File: src/core/pee_regs.svh
// constants and timing counts for the paged eeprom host controller
// Functional notes
// - host issues the three-write unlock sequence before the first byte of every page load.
// - host loads each page byte within the byte load window.
// - host keeps page address bits identical on every data-byte strobe fall of a load; the unlock writes use their own addresses.
// - true data after programming; host may poll anytime, write after true data. The host also returns to idle and takes writes after a poll timeout.
// - write mode is select low, output enable high, strobe low, data in.
`ifndef PEE_REGS_SVH
`define PEE_REGS_SVH
`define PEE_CLK_NS      10
`define PEE_TWP_NS      200
`define PEE_TWPH_NS     100
`define PEE_TACC_NS     200
`define PEE_BLC_US      150
`define PEE_TWC_MS      10
`define PEE_PWR_MS      5
`define PEE_SYNC_CYC    2
`define PEE_TWP_CYC     ((`PEE_TWP_NS + `PEE_CLK_NS - 1) / `PEE_CLK_NS)
`define PEE_TWPH_CYC    ((`PEE_TWPH_NS + `PEE_CLK_NS - 1) / `PEE_CLK_NS)
`define PEE_RD_CYC      (((`PEE_TACC_NS + `PEE_CLK_NS - 1) / `PEE_CLK_NS) + `PEE_SYNC_CYC)
`define PEE_BLC_CYC     ((`PEE_BLC_US * 1000) / `PEE_CLK_NS)
`define PEE_TWC_CYC     ((`PEE_TWC_MS * 1000000) / `PEE_CLK_NS)
`define PEE_PWR_CYC     ((`PEE_PWR_MS * 1000000 + `PEE_CLK_NS - 1) / `PEE_CLK_NS)
`define PEE_BYTE_CYC    (1 + `PEE_TWP_CYC + `PEE_TWPH_CYC + 8)
`define PEE_UNLK_A0     17'h05555
`define PEE_UNLK_D0     8'haa
`define PEE_UNLK_A1     17'h02aaa
`define PEE_UNLK_D1     8'h55
`define PEE_UNLK_A2     17'h05555
`define PEE_UNLK_D2     8'ha0
`define PEE_PAGE_LSB    7
`define PEE_POLL_BIT    7
`endif

File: src/core/pee_pkg.sv
// types shared by the paged eeprom host controller
package pee_pkg;
  typedef enum logic [3:0] {
    PEE_IDLE    = 4'h0,
    PEE_SETUP   = 4'h1,
    PEE_STROBE  = 4'h3,
    PEE_RECOVER = 4'h2,
    PEE_LOADW   = 4'h6,
    PEE_READ    = 4'h7,
    PEE_GAP     = 4'h5
  } pee_state_t;
endpackage : pee_pkg

File: src/core/pee_sync.sv
// two-stage synchroniser for the data pins read back from the memory
`timescale 1ns/100ps
module pee_sync #(
  parameter int WIDTH = 8
) (
  // clock and reset
  input  wire logic             core_clk,
  input  wire logic             rst_b,
  // pins and synchronised copy
  input  wire logic [WIDTH-1:0] pinIn,
  output      logic [WIDTH-1:0] syncOut
);
  typedef struct packed {
    logic [WIDTH-1:0] first;
    logic [WIDTH-1:0] second;
  } pee_sync_t;

  pee_sync_t q;
  pee_sync_t next_q;

  // first stage feeds only the second stage
  always_comb begin
    next_q = q;
    for (int i = 0; i < WIDTH; i++) begin
      next_q.first[i]  = pinIn[i];
      next_q.second[i] = q.first[i];
    end
  end

  always_ff @(posedge core_clk or negedge rst_b) begin
    if (!rst_b) begin
      q <= '0;
    end else begin
      q <= next_q;
    end
  end

  assign syncOut = q.second;
endmodule : pee_sync

File: src/core/pee_host.sv
// host controller that reads and page-writes a guarded parallel eeprom over its pins
`timescale 1ns/100ps
`include "pee_regs.svh"
module pee_host import pee_pkg::*; #(
  parameter logic [19:0] BLC_CYC   = 20'(`PEE_BLC_CYC),
  parameter logic [19:0] TWC_CYC   = 20'(`PEE_TWC_CYC),
  parameter logic [19:0] PWR_CYC   = 20'(`PEE_PWR_CYC),
  parameter logic [16:0] UNLK_A0   = `PEE_UNLK_A0,
  parameter logic [7:0]  UNLK_D0   = `PEE_UNLK_D0,
  parameter logic [16:0] UNLK_A1   = `PEE_UNLK_A1,
  parameter logic [7:0]  UNLK_D1   = `PEE_UNLK_D1,
  parameter logic [16:0] UNLK_A2   = `PEE_UNLK_A2,
  parameter logic [7:0]  UNLK_D2   = `PEE_UNLK_D2
) (
  // clock and reset
  input  wire logic        core_clk,
  input  wire logic        rst_b,
  // user request
  input  wire logic        reqValid,
  output      logic        reqReady,
  input  wire logic        reqWrite,
  input  wire logic        reqLast,
  input  wire logic [16:0] reqAddr,
  input  wire logic [7:0]  reqData,
  // user response
  output      logic        rspValid,
  output      logic [7:0]  rspData,
  output      logic        rspTimeout,
  output      logic        writeAllowed,
  // memory pins
  output      logic        chipSel_b,
  output      logic        outEn_b,
  output      logic        writeStrobe_b,
  output      logic [16:0] byteAddressBits,
  output      logic [7:0]  dataPinsOut,
  output      logic        dataPinsOe_b,
  input  wire logic [7:0]  dataPinsIn
);
  localparam logic [7:0]  TWP_CYC  = 8'(`PEE_TWP_CYC);
  localparam logic [7:0]  TWPH_CYC = 8'(`PEE_TWPH_CYC);
  localparam logic [7:0]  RD_CYC   = 8'(`PEE_RD_CYC);
  localparam logic [19:0] BYTE_CYC = 20'(`PEE_BYTE_CYC);

  typedef struct packed {
    pee_state_t  state;
    logic [7:0]  cnt;
    logic [19:0] longCnt;
    logic [19:0] pwrCnt;
    logic        pwrOk;
    logic [1:0]  step;
    logic        finalByte;
    logic        isPoll;
    logic [9:0]  page;
    logic [16:0] lastAddr;
    logic [7:0]  lastData;
    logic [16:0] addr;
    logic [7:0]  dataOut;
    logic        ceN;
    logic        oeN;
    logic        weN;
    logic        dataOeN;
    logic        rspValid;
    logic [7:0]  rspData;
    logic        rspTimeout;
  } pee_host_t;

  pee_host_t  q;
  pee_host_t  next_q;
  logic [7:0] syncData;
  logic       pageMatch;
  logic       windowOk;

  pee_sync #(.WIDTH(8)) u_sync (
    .core_clk (core_clk),
    .rst_b    (rst_b),
    .pinIn    (dataPinsIn),
    .syncOut  (syncData)
  );

  assign pageMatch = reqAddr[16:`PEE_PAGE_LSB] == q.page;
  assign windowOk  = (q.longCnt + BYTE_CYC) < BLC_CYC;
  // writes wait for the power-up delay; reads do not
  assign reqReady  = (q.state == PEE_IDLE && (!reqWrite || q.pwrOk)) ||
                     (q.state == PEE_LOADW && reqWrite && pageMatch && windowOk);

  always_comb begin
    next_q            = q;
    next_q.rspValid   = 1'b0;
    next_q.rspTimeout = 1'b0;
    if (!q.pwrOk) begin
      next_q.pwrCnt = q.pwrCnt + 20'h00001;
      next_q.pwrOk  = (q.pwrCnt + 20'h00001) >= PWR_CYC;
    end
    case (q.state)
      PEE_IDLE: begin
        if (reqValid && reqReady) begin
          next_q.lastAddr  = reqAddr;
          next_q.lastData  = reqData;
          next_q.finalByte = reqLast;
          next_q.page      = reqAddr[16:`PEE_PAGE_LSB];
          next_q.cnt       = 8'h00;
          if (reqWrite) begin
            // protection re-arms after every cycle, so each page opens with the unlock
            next_q.step    = 2'h0;
            next_q.addr    = UNLK_A0;
            next_q.dataOut = UNLK_D0;
            next_q.state   = PEE_SETUP;
          end else begin
            next_q.isPoll = 1'b0;
            next_q.addr   = reqAddr;
            next_q.state  = PEE_READ;
          end
        end
      end
      PEE_SETUP: begin
        next_q.cnt   = 8'h00;
        next_q.state = PEE_STROBE;
      end
      PEE_STROBE: begin
        // strobe held well past the glitch filter width
        next_q.cnt = q.cnt + 8'h01;
        if (q.cnt + 8'h01 >= TWP_CYC) begin
          next_q.cnt   = 8'h00;
          next_q.state = PEE_RECOVER;
        end
      end
      PEE_RECOVER: begin
        next_q.cnt = q.cnt + 8'h01;
        if (q.cnt + 8'h01 >= TWPH_CYC) begin
          next_q.cnt = 8'h00;
          if (q.step == 2'h0) begin
            next_q.step    = 2'h1;
            next_q.addr    = UNLK_A1;
            next_q.dataOut = UNLK_D1;
            next_q.state   = PEE_SETUP;
          end else if (q.step == 2'h1) begin
            next_q.step    = 2'h2;
            next_q.addr    = UNLK_A2;
            next_q.dataOut = UNLK_D2;
            next_q.state   = PEE_SETUP;
          end else if (q.step == 2'h2) begin
            next_q.step    = 2'h3;
            next_q.addr    = q.lastAddr;
            next_q.dataOut = q.lastData;
            next_q.state   = PEE_SETUP;
          end else begin
            next_q.longCnt = 20'h00000;
            next_q.state   = q.finalByte ? PEE_GAP : PEE_LOADW;
            next_q.isPoll  = 1'b1;
          end
        end
      end
      PEE_LOADW: begin
        next_q.longCnt = q.longCnt + 20'h00001;
        if (reqValid && reqReady) begin
          next_q.lastAddr  = reqAddr;
          next_q.lastData  = reqData;
          next_q.finalByte = reqLast;
          next_q.addr      = reqAddr;
          next_q.dataOut   = reqData;
          next_q.state     = PEE_SETUP;
        end else if (!windowOk || reqValid) begin
          // stop strobing; the device closes the load when its window runs out
          next_q.longCnt = 20'h00000;
          next_q.state   = PEE_GAP;
        end
      end
      PEE_READ: begin
        next_q.cnt = q.cnt + 8'h01;
        if (q.isPoll) begin
          next_q.longCnt = q.longCnt + 20'h00001;
        end
        if (q.cnt + 8'h01 >= RD_CYC) begin
          next_q.cnt   = 8'h00;
          next_q.state = PEE_GAP;
          if (!q.isPoll) begin
            next_q.rspValid = 1'b1;
            next_q.rspData  = syncData;
          end else if (syncData[`PEE_POLL_BIT] == q.lastData[`PEE_POLL_BIT]) begin
            // true data back on the polled bit: programming is over
            next_q.rspValid = 1'b1;
            next_q.rspData  = syncData;
            next_q.isPoll   = 1'b0;
          end else if (q.longCnt >= TWC_CYC + BLC_CYC) begin
            next_q.rspValid   = 1'b1;
            next_q.rspTimeout = 1'b1;
            next_q.rspData    = syncData;
            next_q.isPoll     = 1'b0;
          end
        end
      end
      PEE_GAP: begin
        next_q.cnt = q.cnt + 8'h01;
        if (q.isPoll) begin
          next_q.longCnt = q.longCnt + 20'h00001;
        end
        // outputs float and the bus settles between polls
        if (q.cnt + 8'h01 >= TWPH_CYC) begin
          next_q.cnt   = 8'h00;
          next_q.addr  = q.lastAddr;
          next_q.state = q.isPoll ? PEE_READ : PEE_IDLE;
        end
      end
      default: begin
        next_q.state = PEE_IDLE;
      end
    endcase
    // pin levels follow the state being entered
    next_q.ceN     = !(next_q.state inside {PEE_SETUP, PEE_STROBE, PEE_READ});
    next_q.weN     = next_q.state != PEE_STROBE;
    next_q.oeN     = next_q.state != PEE_READ;
    next_q.dataOeN = !(next_q.state inside {PEE_SETUP, PEE_STROBE, PEE_RECOVER});
  end

  always_ff @(posedge core_clk or negedge rst_b) begin
    if (!rst_b) begin
      q         <= '0;
      q.state   <= PEE_IDLE;
      q.ceN     <= 1'b1;
      q.oeN     <= 1'b1;
      q.weN     <= 1'b1;
      q.dataOeN <= 1'b1;
    end else begin
      q <= next_q;
    end
  end

  assign chipSel_b       = q.ceN;
  assign outEn_b         = q.oeN;
  assign writeStrobe_b   = q.weN;
  assign byteAddressBits = q.addr;
  assign dataPinsOut     = q.dataOut;
  assign dataPinsOe_b    = q.dataOeN;
  assign rspValid        = q.rspValid;
  assign rspData         = q.rspData;
  assign rspTimeout      = q.rspTimeout;
  assign writeAllowed    = q.pwrOk;
endmodule : pee_host

File: config.mk
export PLATFORM = sky130hd
export DESIGN_NAME = pee_host
export DESIGN_NICKNAME = d
export VERILOG_FILES = /design/src/core/pee_pkg.sv /design/src/core/pee_sync.sv /design/src/core/pee_host.sv
export VERILOG_INCLUDE_DIRS = /design/src /design/src/core
export SDC_FILE = /design/constraint.sdc
export NUM_CORES = 1
export LEC_CHECK = 0
export ABC_AREA = 1
export BUFFER_PORTS_ARGS = -buffer_cell sky130_fd_sc_hd__buf_4
export CAP_MARGIN = 0
export CORE_MARGIN = 4
export CORE_UTILIZATION = 64
export DETAILED_ROUTE_END_ITERATION = 7
export PLACE_DENSITY_LB_ADDON = 0.05
export SYNTH_ARGS = -nofsm -noshare
export SYNTH_HDL_FRONTEND = slang
export SYNTH_SLANG_ARGS = --single-unit
File: constraint.sdc
create_clock -name core_clk -period 4.4 [get_ports core_clk]
set_input_delay 0 -clock core_clk [delete_from_list [all_inputs] [get_ports core_clk]]
set_output_delay 0 -clock core_clk [all_outputs]
set_load 0.01 [all_outputs]
# After elaboration in Yosys (flattened, before gate mapping)
# Cells that the tools add are included.
# W data, S select, Z words.
dict set report op_classes {
  addsub 4
  order_cmp 6
  eq_ne 29
  n_mux 60
  n_reduce_logical 33
}
# operator n
set op_table {}
lappend op_table {{$mux W20} 6}
lappend op_table {{$mux W25} 4}
lappend op_table {{$pmux W17 S4} 1}
lappend op_table {{$mux W64} 1}
lappend op_table {{$pmux W20 S3} 1}
lappend op_table {{$mux W50} 1}
lappend op_table {{$pmux W25 S2} 1}
lappend op_table {{$mux W12} 4}
lappend op_table {{$pmux W8 S6} 1}
lappend op_table {{$add A20 B1 Y20 const B} 2}
lappend op_table {{$mux W17} 2}
lappend op_table {{$mux W32} 1}
lappend op_table {{$mux W10} 3}
lappend op_table {{$pmux W4 S7} 1}
lappend op_table {{$pmux W8 S3} 1}
lappend op_table {{$add A20 B6 Y20 const B} 1}
lappend op_table {{$ge A20 B19 Y1 const B} 1}
lappend op_table {{$ge A20 B20 Y1 const B} 1}
lappend op_table {{$lt A20 B14 Y1 const B} 1}
lappend op_table {{$mux W9} 2}
lappend op_table {{$reduce_and A6 Y1} 3}
lappend op_table {{$eq A4 B2 Y1 const B} 4}
lappend op_table {{$eq A4 B3 Y1 const B} 4}
lappend op_table {{$ge A8 B5 Y1 const B} 2}
lappend op_table {{other kinds (35)} 83}
dict set report totals {
  register_bits 147
  in_bits 38
  output_inout_bits 41
}

# Longest topological paths before layout
# Gate-level depths: netlist (run 1).
dict set report logic_depth {
  depth_word 11
  mapped_depth 22
  mapped_depth_nobuf 21
}

# Modules after synthesis
# From an unflattened synthesis (run 1), not the netlist that was laid out.
dict set report hier_totals {
  cells_unflattened 1061
  area_unflattened_um2 8165.3
}
# mod instances cells_each area_each_um2 seq_area_each_um2
set by_module_without_submodules {}
lappend by_module_without_submodules {pee_host 1 1045 7764.9 3283.1}
lappend by_module_without_submodules {pee_sync 1 16 400.4 400.4}

# Least setup slack after synthesis (run 1)
# Ideal clock, no wire load.
dict set report synth_timing {
  path_type {register -> register}
  start {register q[99] (netlist name)}
  end {register q (netlist bit dataPinsOut[0])}
  setup_ns 0.117
  t_arrival_ns 2.368
  t_required_ns 4.283
  setup_slack_ns 1.915
  stages_incl_launch_ff 19
  n_path_buf 1
  path_cell_list {dfrtp_1 inv_1 ha_1 nand2_1 nand3_2 nand2_2 nand2_1 nor2_1 xor2_1 nand3_1 nor2_4 nand3_2 nand2_2 nand2_4 buf_6 a21oi_4 nand2_4 nand2_1 nand2_1}
}
dict set report synth_via {
  elab_chain_len 7
  word_cells_on_any_way 8
}
# element line
set synth_lines {}
lappend synth_lines {{start: declaration} pee_host.sv:67} ;# pee_host_t q;
lappend synth_lines {{start signal: assignment} pee_host.sv:224} ;# q <= next_q;
lappend synth_lines {{$add A20 B6 Y20 *} pee_host.sv:81} ;# assign windowOk = (q.longCnt + BYTE_CYC) < BLC_CYC;
lappend synth_lines {{$lt A20 B14 Y1 *} pee_host.sv:81}
lappend synth_lines {{$logic_and A1 B1 Y1 *} pee_host.sv:84} ;# (q.state == PEE_LOADW && reqWrite && pageMatch && windowOk);
lappend synth_lines {{$logic_or A1 B1 Y1 *} pee_host.sv:83} ;# assign reqReady = (q.state == PEE_IDLE && (!reqWrite || q.pwrOk)) ||
lappend synth_lines {{via reqReady} pee_host.sv:20} ;# output logic reqReady,
lappend synth_lines {{$logic_and A1 B1 Y1 *} {pee_host.sv:96, pee_host.sv:155}}
lappend synth_lines {{$ne A2 B1 Y1 (no line)} --}
lappend synth_lines {{$reduce_and A6 Y1 (no line) *} --}
# Mark *: on every way through the listed nets, which the timed path passes. The rest lies on a longest branch.
# A chain may end at the register's enable or synchronous reset.

# Worst setup path after layout (run 1)
dict set report layout_timing {
  start {register q[99] (netlist name)}
  end {register q (netlist bit byteAddressBits[5])}
}
dict set report layout_via {
  elab_chain_len 7
  word_cells_on_any_way 8
}
# element line
set layout_lines {}
lappend layout_lines {{$add A20 B6 Y20 *} pee_host.sv:81}
lappend layout_lines {{$lt A20 B14 Y1 *} pee_host.sv:81}
lappend layout_lines {{$logic_and A1 B1 Y1 *} pee_host.sv:84}
lappend layout_lines {{$logic_or A1 B1 Y1 *} pee_host.sv:83}
lappend layout_lines {{$logic_and A1 B1 Y1 *} {pee_host.sv:96, pee_host.sv:155}}
lappend layout_lines {{$ne A2 B1 Y1 (no line)} --}
lappend layout_lines {{$reduce_and A6 Y1 (no line) *} --}
# Every way passes the cells marked *; elsewhere a longest branch is shown, timed or not.

==> reports/qor.yml, run 1 <==
synth_commonest_cells: "311 x nand2_1, 143 x dfrtp_1, 95 x inv_1"
critical_path.startpoint_type: "flip-flop"
critPathMaxStageDelay_ps: 650
cpMostUsedCell: "nand2_1"
hold_class: "in -> reg"
synth-edff-count: 0
cp_top_family: "simple AND/OR/NAND/NOR gates"
post-cts-setup-buffers: 0
cap_violations: 0
whs_path_depth: 4
syn_inst: 1022
num_rows: 40
hold_start: "reqWrite"
cts_buffers: 17
grt_pass1_wl_um: 31500
fin_ws_ps: 1110
rsz0062_at_grt: "no"
synth_warnings: 0
r2r_setup_slack_ps: 1110
synthesis.nets: 1067
gp_congestion: 0.889
cp_data_required_time_ps: 4710
antennaDiodeCount: 0
io_pins: 79
avgSynthCellArea_um2: 7.90
synth.area.top_cells: "dfrtp_1 44%, nand2_1 14%, o21ai_0 4.8%"
skew_ps: 6.53
htree_num_levels: 4
grt_pass1_vias: 6614
layout-drive-gt1-share_pct: 13.6
area_growth_syn_to_layout_pct: 17.0
tightest_slew_ps: 1100
port_buffers: 78
die_height_um: 120
place_area_um2: 8510
stdcell_count: 1280
die_w_um: 120
setup_viol: 0
hpwl_um: 12100
worst_ep_arrival_time_ps: 3600
placed_cells: 1212
finalMaxSlewViolations: 0
ys_types: 47
tns_ps: 0
root_buffer: "clkbuf_16"
grt_overflow: 0
utilization_pct: 77.7
start_util_pct: 66.4
antenna_found_initial: 0
insertion_delay_ps: 430
initialDrtViolationCount: 574
core-area_um2: 12200
netlist_area_um2: 8080
wire_per_inst_um: 14.4
max_freq_mhz: 304
cts_buffer_depth: 2
grt_start_max_net_pins: 110
firstDrtPassIters: 5
path_buf_inv: 1
tritoncts: "yes"
timing_hold_violations_final: 0
maxSlewHeadroom_pct: 26.0
p_leak_nw: 4.76
timing.rr.end: "byteAddressBits[5]"
viasPerCell: 5.42
synth-async-reset-ratio_pct: 100
routed_wl_um: 18400
power_per_cell_area_nw_per_um2: 462
fin_crit_sh_pct: 74.7
synth_most_common_cell: "nand2_1"
ir_worst_vdd_mv: 0.407
crit_path_max_fanout: 29
hold_end: "q[74]"
cts_sinks: 147
yosysSeqAreaShare_pct: 45.6
nets: 1144
ff2ff_path_depth: 17
num_vias: 6935
cp-end-kind: "flip-flop"
drc: 0
die_area_um2: 14500
dpl_worst_slack_ps: 1160
yosysTopAreaCellShare_pct: 44.3
worstPathCellList: "inv_1, ha_1, nand2_1, nand3_2, nand2_2, nand2_1, nor2_1, xor2_1, nand3_1, nor2_4, nand3_2, nand2_2, nand2_4, a21oi_4, nand2_4, nand2_1, nand2_1"
grt_use_total_pct: 26.8
post-route-min-period_ps: 3290
drt.antenna.violating_nets: 0
crit_slowest_cell: "a21oi_4"
synth-seq-cells: 147
fin_area_um2: 9450
status: "complete, no violations"
path_clk_slew_ps: 60
path_class: "reg -> reg"
synth_ff_type: "dfrtp_1"
r2r_start: "q[99]"
synth_top_area_cell: "dfrtp_1"
==> cell families (layout without fill, tap and decap cells) <==
| group | Yosys count | after routing | synth area share, % |
|---|---|---|---|
| compound gates | 137 | 137 | 10.3 |
| other cells | 1 | 1 | 0.0464 |
| buf+inv | 165 | 255 | 9.85 |
| xor+xnor | 46 | 46 | 4.99 |
| fa+ha+maj | 7 | 7 | 1.08 |
| flops | 147 | 147 | 45.6 |
| simple gates | 519 | 519 | 28.1 |
==> report_power, final <==
part | internal [mW] | switching [mW]
Clock | 0.815 | 0.587
Sequential | 1.65 | 0.250
Combinational | 0.430 | 0.636
==> per-layer routing <==
| metal | part of all wire, % | up-vias | track usage, % |
|---|---|---|---|
| li1 | - | 3421 | - |
| met1 | 43 | 3232 | 35.6 |
| met2 | 49 | 253 | 45.0 |
| met3 | 6.5 | 29 | 5.19 |
| met4 | 1.4 | 0 | 7.72 |
| met5 | 0 | - | 0 |
==> worst max-delay path by stage <==
| stage | from | endpoint | slack [ps] | cells after the start |
|---|---|---|---|---|
| finish | q[99] | byteAddressBits[5] | 1110 | 17 |
| global route | q[99] | byteAddressBits[5] | 800 | 17 |
| CTS | q[99] | byteAddressBits[0] | 1130 | 17 |
| detailed placement | q[99] | byteAddressBits[0] | 1160 | 17 |
| global placement | q[99] | byteAddressBits[14] | 1300 | 17 |
| floorplan | q[99] | dataPinsOut[0] | 1920 | 18 |
==> sequential cells by signal, indices dropped and copies added (netlist names) <==
register         cells
q                   91
byteAddressBits     17
dataPinsOut          8
rspData              8
u_sync.next_q        8
u_sync.syncOut       8
chipSel_b            1
dataPinsOe_b         1
outEn_b              1
rspTimeout           1
rspValid             1
writeAllowed         1
writeStrobe_b        1
==> area by class of cell <==
cell class | instances | area, um2
clock buffers | 19 | 453
clock inverters | 13 | 125
fillers | 885 | 2720
inverters | 104 | 390
multi-input cells | 710 | 3600
flip-flops and latches | 147 | 3680
well taps | 168 | 210
repair buffers | 119 | 987
==> through the flow <==
stage          power [mW]  hold slack [ps]
2_1_floorplan        2.69             -296
3_3_place_gp         2.90              110
3_5_place_dp         2.93              110
4_1_cts              4.38             37.1
5_1_grt              4.65             54.2
6_report             4.37             65.2
==> cells in the final DEF, fill, tap and decap left out, types with 2 or more instances in the layout <==
cell type	instances
xnor2_1	4
xor2_1	42
nor4_1	2
a21oi_4	3
clkinv_1	3
inv_2	6
a211oi_1	3
nand2_4	4
clkinvlp_4	2
or2_2	2
inv_6	4
dfstp_2	4
nand2_1	311
nand3_1	76
o22ai_1	7
o21ai_1	10
clkinv_4	4
dlygate4sd3_1	36
a221oi_1	16
clkbuf_8	2
nor2_4	2
dfrtp_1	143
o21ai_0	77
a22oi_1	2
clkinv_2	2
nor2_1	68
nand3_2	3
ha_1	7
buf_4	82
nor3_1	19
inv_1	95
clkbuf_16	17
a21oi_1	11
nand3b_1	12
nand4_1	7
nand2_2	7
==> worst register-to-register path: cells and delay by family, from the launching register on <==
family          cells  cell delay [ps]
flops               1              370
xor+xnor            1              160
simple gates       13             1650
compound gates      1              660
fa+ha+maj           1              230
buf+inv             1              110
==> what timing repair did <==
item                                   CTS  global route
endpoints found under the hold margin  164             0
hold buffers                            36             0
gates resized for setup                  0             0
No activity file was read; power rests on OpenSTA's default activity.
==> run 2: changes to the inputs <==
- CORE_UTILIZATION: 64 -> 60
- clock period: 4.4 -> 3.2 ns (I/O delays scaled with it)
==> reports/qor.yml, run 2 (synthesis results as in run 1) <==
cap_violations: 0
die_w_um: 124
skew_ps: 5.47
place_area_um2: 8610
insertion_delay_ps: 420
path_clk_slew_ps: 60
drt.antenna.violating_nets: 0
p_total_mw: 6.01
intPower_mw: 4.00
hold_class: "in -> reg"
grt_pass1_vias: 6448
p_leak_nw: 4.80
p_clk_share_pct: 31.0
mostFrequentLayoutCells: "311 x nand2_1, 143 x dfrtp_1, 95 x inv_1, 95 x buf_4, 77 x o21ai_0"
status: "complete, no violations"
firstDrtPassIters: 6
met2_usage_pct: 41.6
cts_buffers: 17
holdWs_ps: 47.2
layout_commonest_cell: "nand2_1"
busiest_layer: "met2"
grt_util_met3_pct: 5.00
regArea_um2: 3680
met1_usage_pct: 35.2
setup_viol: 0
die_height_um: 124
grt_overflow: 0
path_class: "reg -> reg"
switching_share_pct: 33.5
timing_hold_violations_final: 0
fin_area_um2: 9570
initialDrtViolationCount: 440
post-route-min-period_ps: 2870
die_area_um2: 15400
tightest_slew_ps: 979
ir_worst_vdd_mv: 0.470
layout-drive-gt1-share_pct: 14.4
drc: 0
num_rows: 42
num_vias: 6858
maxSlewHeadroom_pct: 34.7
grt_pass1_wl_um: 31000
viasPerCell: 5.27
start_util_pct: 61.2
core-area_um2: 13200
largest_register_ffs: 91
multiInputGateArea_um2: 3610
rsz0062_at_grt: "no"
wire_per_inst_um: 14.2
hpwl_um: 12400
crit_path_max_fanout: 19
io_pins: 79
seqPwrFrac_pct: 43.5
cp_data_required_time_ps: 3480
gp_congestion: 0.862
critical_path.startpoint_type: "flip-flop"
tritoncts: "yes"
dpl_worst_slack_ps: 214
antenna_found_initial: 0
largest-register: "q"
cts_sinks: 147
power_frac_comb_pct: 25.5
fillCellCount: 1073
tns_ps: 0
max_freq_mhz: 348
grt_use_total_pct: 25.4
htree_num_levels: 4
finalMaxSlewViolations: 0
grt_start_max_net_pins: 112
port_buffers: 78
fin_ws_ps: 329
r2r_setup_slack_ps: 330
routed_wl_um: 18500
area_growth_syn_to_layout_pct: 18.5
power_per_cell_area_nw_per_um2: 629
nets: 1159
switchingPower_mw: 2.01
fin_crit_sh_pct: 89.7
worst_ep_arrival_time_ps: 3150
cp-end-kind: "flip-flop"
root_buffer: "clkbuf_16"
antennaDiodeCount: 0
cts_buffer_depth: 2
[run 2: final timing paths]
kind / cells after the start / start / endpoint
max reg2reg: 18 / q[100] / q[122]
min reg2reg: 0 / u_sync.next_q[5] / u_sync.syncOut[5]
max: 18 / q[100] / q[122]
min in group asynchronous: 2 / rst_b / rspData[2]
min: 4 / reqWrite / q[74]
max in group asynchronous: 3 / rst_b / byteAddressBits[3]
[run 2: per-layer routing]
layer,vias to the layer above,routed length [um]
met1,3211,8350
met5,-,0
li1,3460,-
met4,0,174
met2,172,9050
met3,15,900
[run 2: power by group through the flow]
stage | logic [mW] | clock network [mW] | registers, mW
finish | 1.53 | 1.87 | 2.61
CTS | 1.50 | 1.90 | 2.60
detailed placement | 1.45 | 0 | 2.62
global placement | 1.43 | 0 | 2.62
floorplan | 1.17 | 0 | 2.53
global route | 1.74 | 2.00 | 2.67
[run 2: layout make-up]
cell class / instances / area share, %
Inverter: 104 / 4.11
Multi-Input combinational cell: 711 / 37.8
Timing Repair Buffer: 133 / 11.5
Clock buffer: 21 / 4.71
Clock inverter: 10 / 1.07
Sequential cell: 147 / 38.5
Tap cell: 176 / 2.30
[run 2: metrics by stage]
stage               cells  utilization [%]
finish               1302             72.5
global route         1302             72.5
CTS                  1297             72.2
detailed placement   1230             65.2
global placement     1230             65.2
floorplan            1022                -
[run 2: repair_timing]
item / 4_1_cts / 5_1_grt
gates resized for setup: 0 / 3
endpoints found under the hold margin: 161 / 0
hold buffers: 36 / 0
setup endpoints to repair: 0 / 31
buffers inserted: 0 / 4
[run 2: worst max-delay path, stage by stage (launching register included)]
cell	delay, ps
dfrtp_1	410
inv_1	100
ha_1	200
nand2_1	80
nand3_2	80
nand2_2	100
nand2_1	100
nor2_1	140
xor2_1	150
nand3_1	120
nor2_4	160
nand3_2	90
nand2_2	140
nand2_8	140
buf_4	240
nand2_1	100
nand2_1	160
nand2_1	100
o21ai_0	100
==> run 3: changes to the inputs <==
- CORE_UTILIZATION: 60 -> 50
- CTS_CLUSTER_DIAMETER: unset -> 80
==> reports/qor.yml, run 3 (synthesis results as in run 1) <==
largest-register: "q"
start_util_pct: 51.0
area_growth_syn_to_layout_pct: 18.5
power_per_cell_area_nw_per_um2: 619
root_buffer: "clkbuf_16"
worstPathCellList: "nand3_2, nor2_1, nand4_1, nor2_1, xor2_1, nand2_1, nor2_4, nand3_2, nand2_2, nand2_4, a21oi_4, buf_4, nand3_1, nand2_1"
htree_num_levels: 4
placed_cells: 1271
r2r_start: "q[113]"
largest_register_ffs: 91
grt_use_total_pct: 21.0
die_area_um2: 18300
crit_slowest_cell: "dfrtp_1"
p_clk_share_pct: 31.3
crit_path_max_fanout: 19
critPathMaxStageDelay_ps: 480
dpl_worst_slack_ps: 354
grt_overflow: 0
cp_data_required_time_ps: 3550
viasPerCell: 5.02
hold_start: "reqWrite"
ir_worst_vdd_mv: 0.448
startpoint: "q[113]"
antenna_found_initial: 0
holdWs_ps: 58.1
insertion_delay_ps: 420
setup_viol: 0
ff2ff_path_depth: 14
hpwl_um: 12800
io_pins: 79
fillCellCount: 1395
path_clk_slew_ps: 60
grt_pass1_wl_um: 31100
grt_pass1_vias: 6409
num_rows: 46
gp_congestion: 0.903
intPower_mw: 3.91
num_vias: 6717
utilization_pct: 60.5
rsz0062_at_grt: "no"
antennaDiodeCount: 0
fin_ws_ps: 296
routed_wl_um: 18500
stdcell_count: 1339
finalMaxSlewViolations: 0
worst_ep_arrival_time_ps: 3260
maxSlewHeadroom_pct: 47.3
core-area_um2: 15800
hold_end: "q[74]"
cap_violations: 0
initialDrtViolationCount: 400
die_height_um: 135
die_w_um: 135
p_total_mw: 5.92
nets: 1155
skew_ps: 10.1
place_area_um2: 8660
tightest_slew_ps: 791
seqPwrFrac_pct: 43.9
whs_path_depth: 4
power_frac_comb_pct: 24.9
drc: 0
timing.rr.end: "byteAddressBits[2]"
cp-end-kind: "flip-flop"
hold_class: "in -> reg"
layout_commonest_cell: "nand2_1"
path_class: "reg -> reg"
cts_buffers: 17
layout-drive-gt1-share_pct: 14.2
mostFrequentLayoutCells: "311 x nand2_1, 143 x dfrtp_1, 95 x inv_1"
tns_ps: 0
switchingPower_mw: 2.02
drt.antenna.violating_nets: 0
cts_sinks: 147
ctsResizeCount: 0
port_buffers: 78
tritoncts: "yes"
p_leak_nw: 4.80
cts_buffer_depth: 2
fin_crit_sh_pct: 90.7
grt_start_max_net_pins: 89
critical_path.startpoint_type: "flip-flop"
firstDrtPassIters: 5
fin_area_um2: 9570
switching_share_pct: 34.1
wire_per_inst_um: 13.8
max_freq_mhz: 344
r2r_setup_slack_ps: 300
post-route-min-period_ps: 2900
status: "complete, no violations"
post-cts-setup-buffers: 0
timing_hold_violations_final: 0
## run 3: worst max-delay path by stage
stage | endpoint | slack (ps) | cells past startpoint
global route | byteAddressBits[2] | 40 | 17
global placement | dataPinsOut[1] | 440 | 17
finish | byteAddressBits[2] | 300 | 14
CTS | byteAddressBits[2] | 310 | 17
floorplan | dataPinsOut[0] | 720 | 18
detailed placement | q[66] | 350 | 17
## run 3: layout make-up
type	instances	area (um2)	area share, %
inverter	104	390	4.08
multi-input combinational	710	3600	37.6
tap	216	270	2.82
timing repair buffer	130	1080	11.3
clock buffer	20	447	4.67
clock inverter	12	100	1.05
sequential	147	3680	38.5
## run 3: power groups by stage
stage | combinational (mW) | sequential (mW) | clock (mW)
after CTS | 1.49 | 2.60 | 1.89
after detailed placement | 1.44 | 2.62 | 0
after global placement | 1.43 | 2.62 | 0
after global routing | 1.68 | 2.66 | 1.98
final | 1.47 | 2.60 | 1.85
after floorplan | 1.17 | 2.53 | 0
## run 3: repair_timing
| item | CTS | global route |
|---|---|---|
| endpoints found under the hold margin | 142 | 0 |
| setup endpoints to repair | 0 | 0 |
| hold buffers | 36 | 0 |
## run 3: worst max-delay path, delay by kind of cell (launching register included)
kind | cells | cell delay (ps)
AO/OA/AOI/OAI | 1 | 360
XOR/XNOR | 1 | 180
flip-flops | 1 | 480
buffers and inverters | 1 | 290
AND/OR/NAND/NOR | 11 | 1510
## run 3: layer usage
layer | vias to the layer above | wire (um) | global-route usage, %
met5 | - | 0 | 0
li1 | 3444 | - | -
met1 | 3101 | 8810 | 29.2
met3 | 24 | 885 | 4.55
met2 | 148 | 8540 | 33.5
met4 | 0 | 217 | 5.43
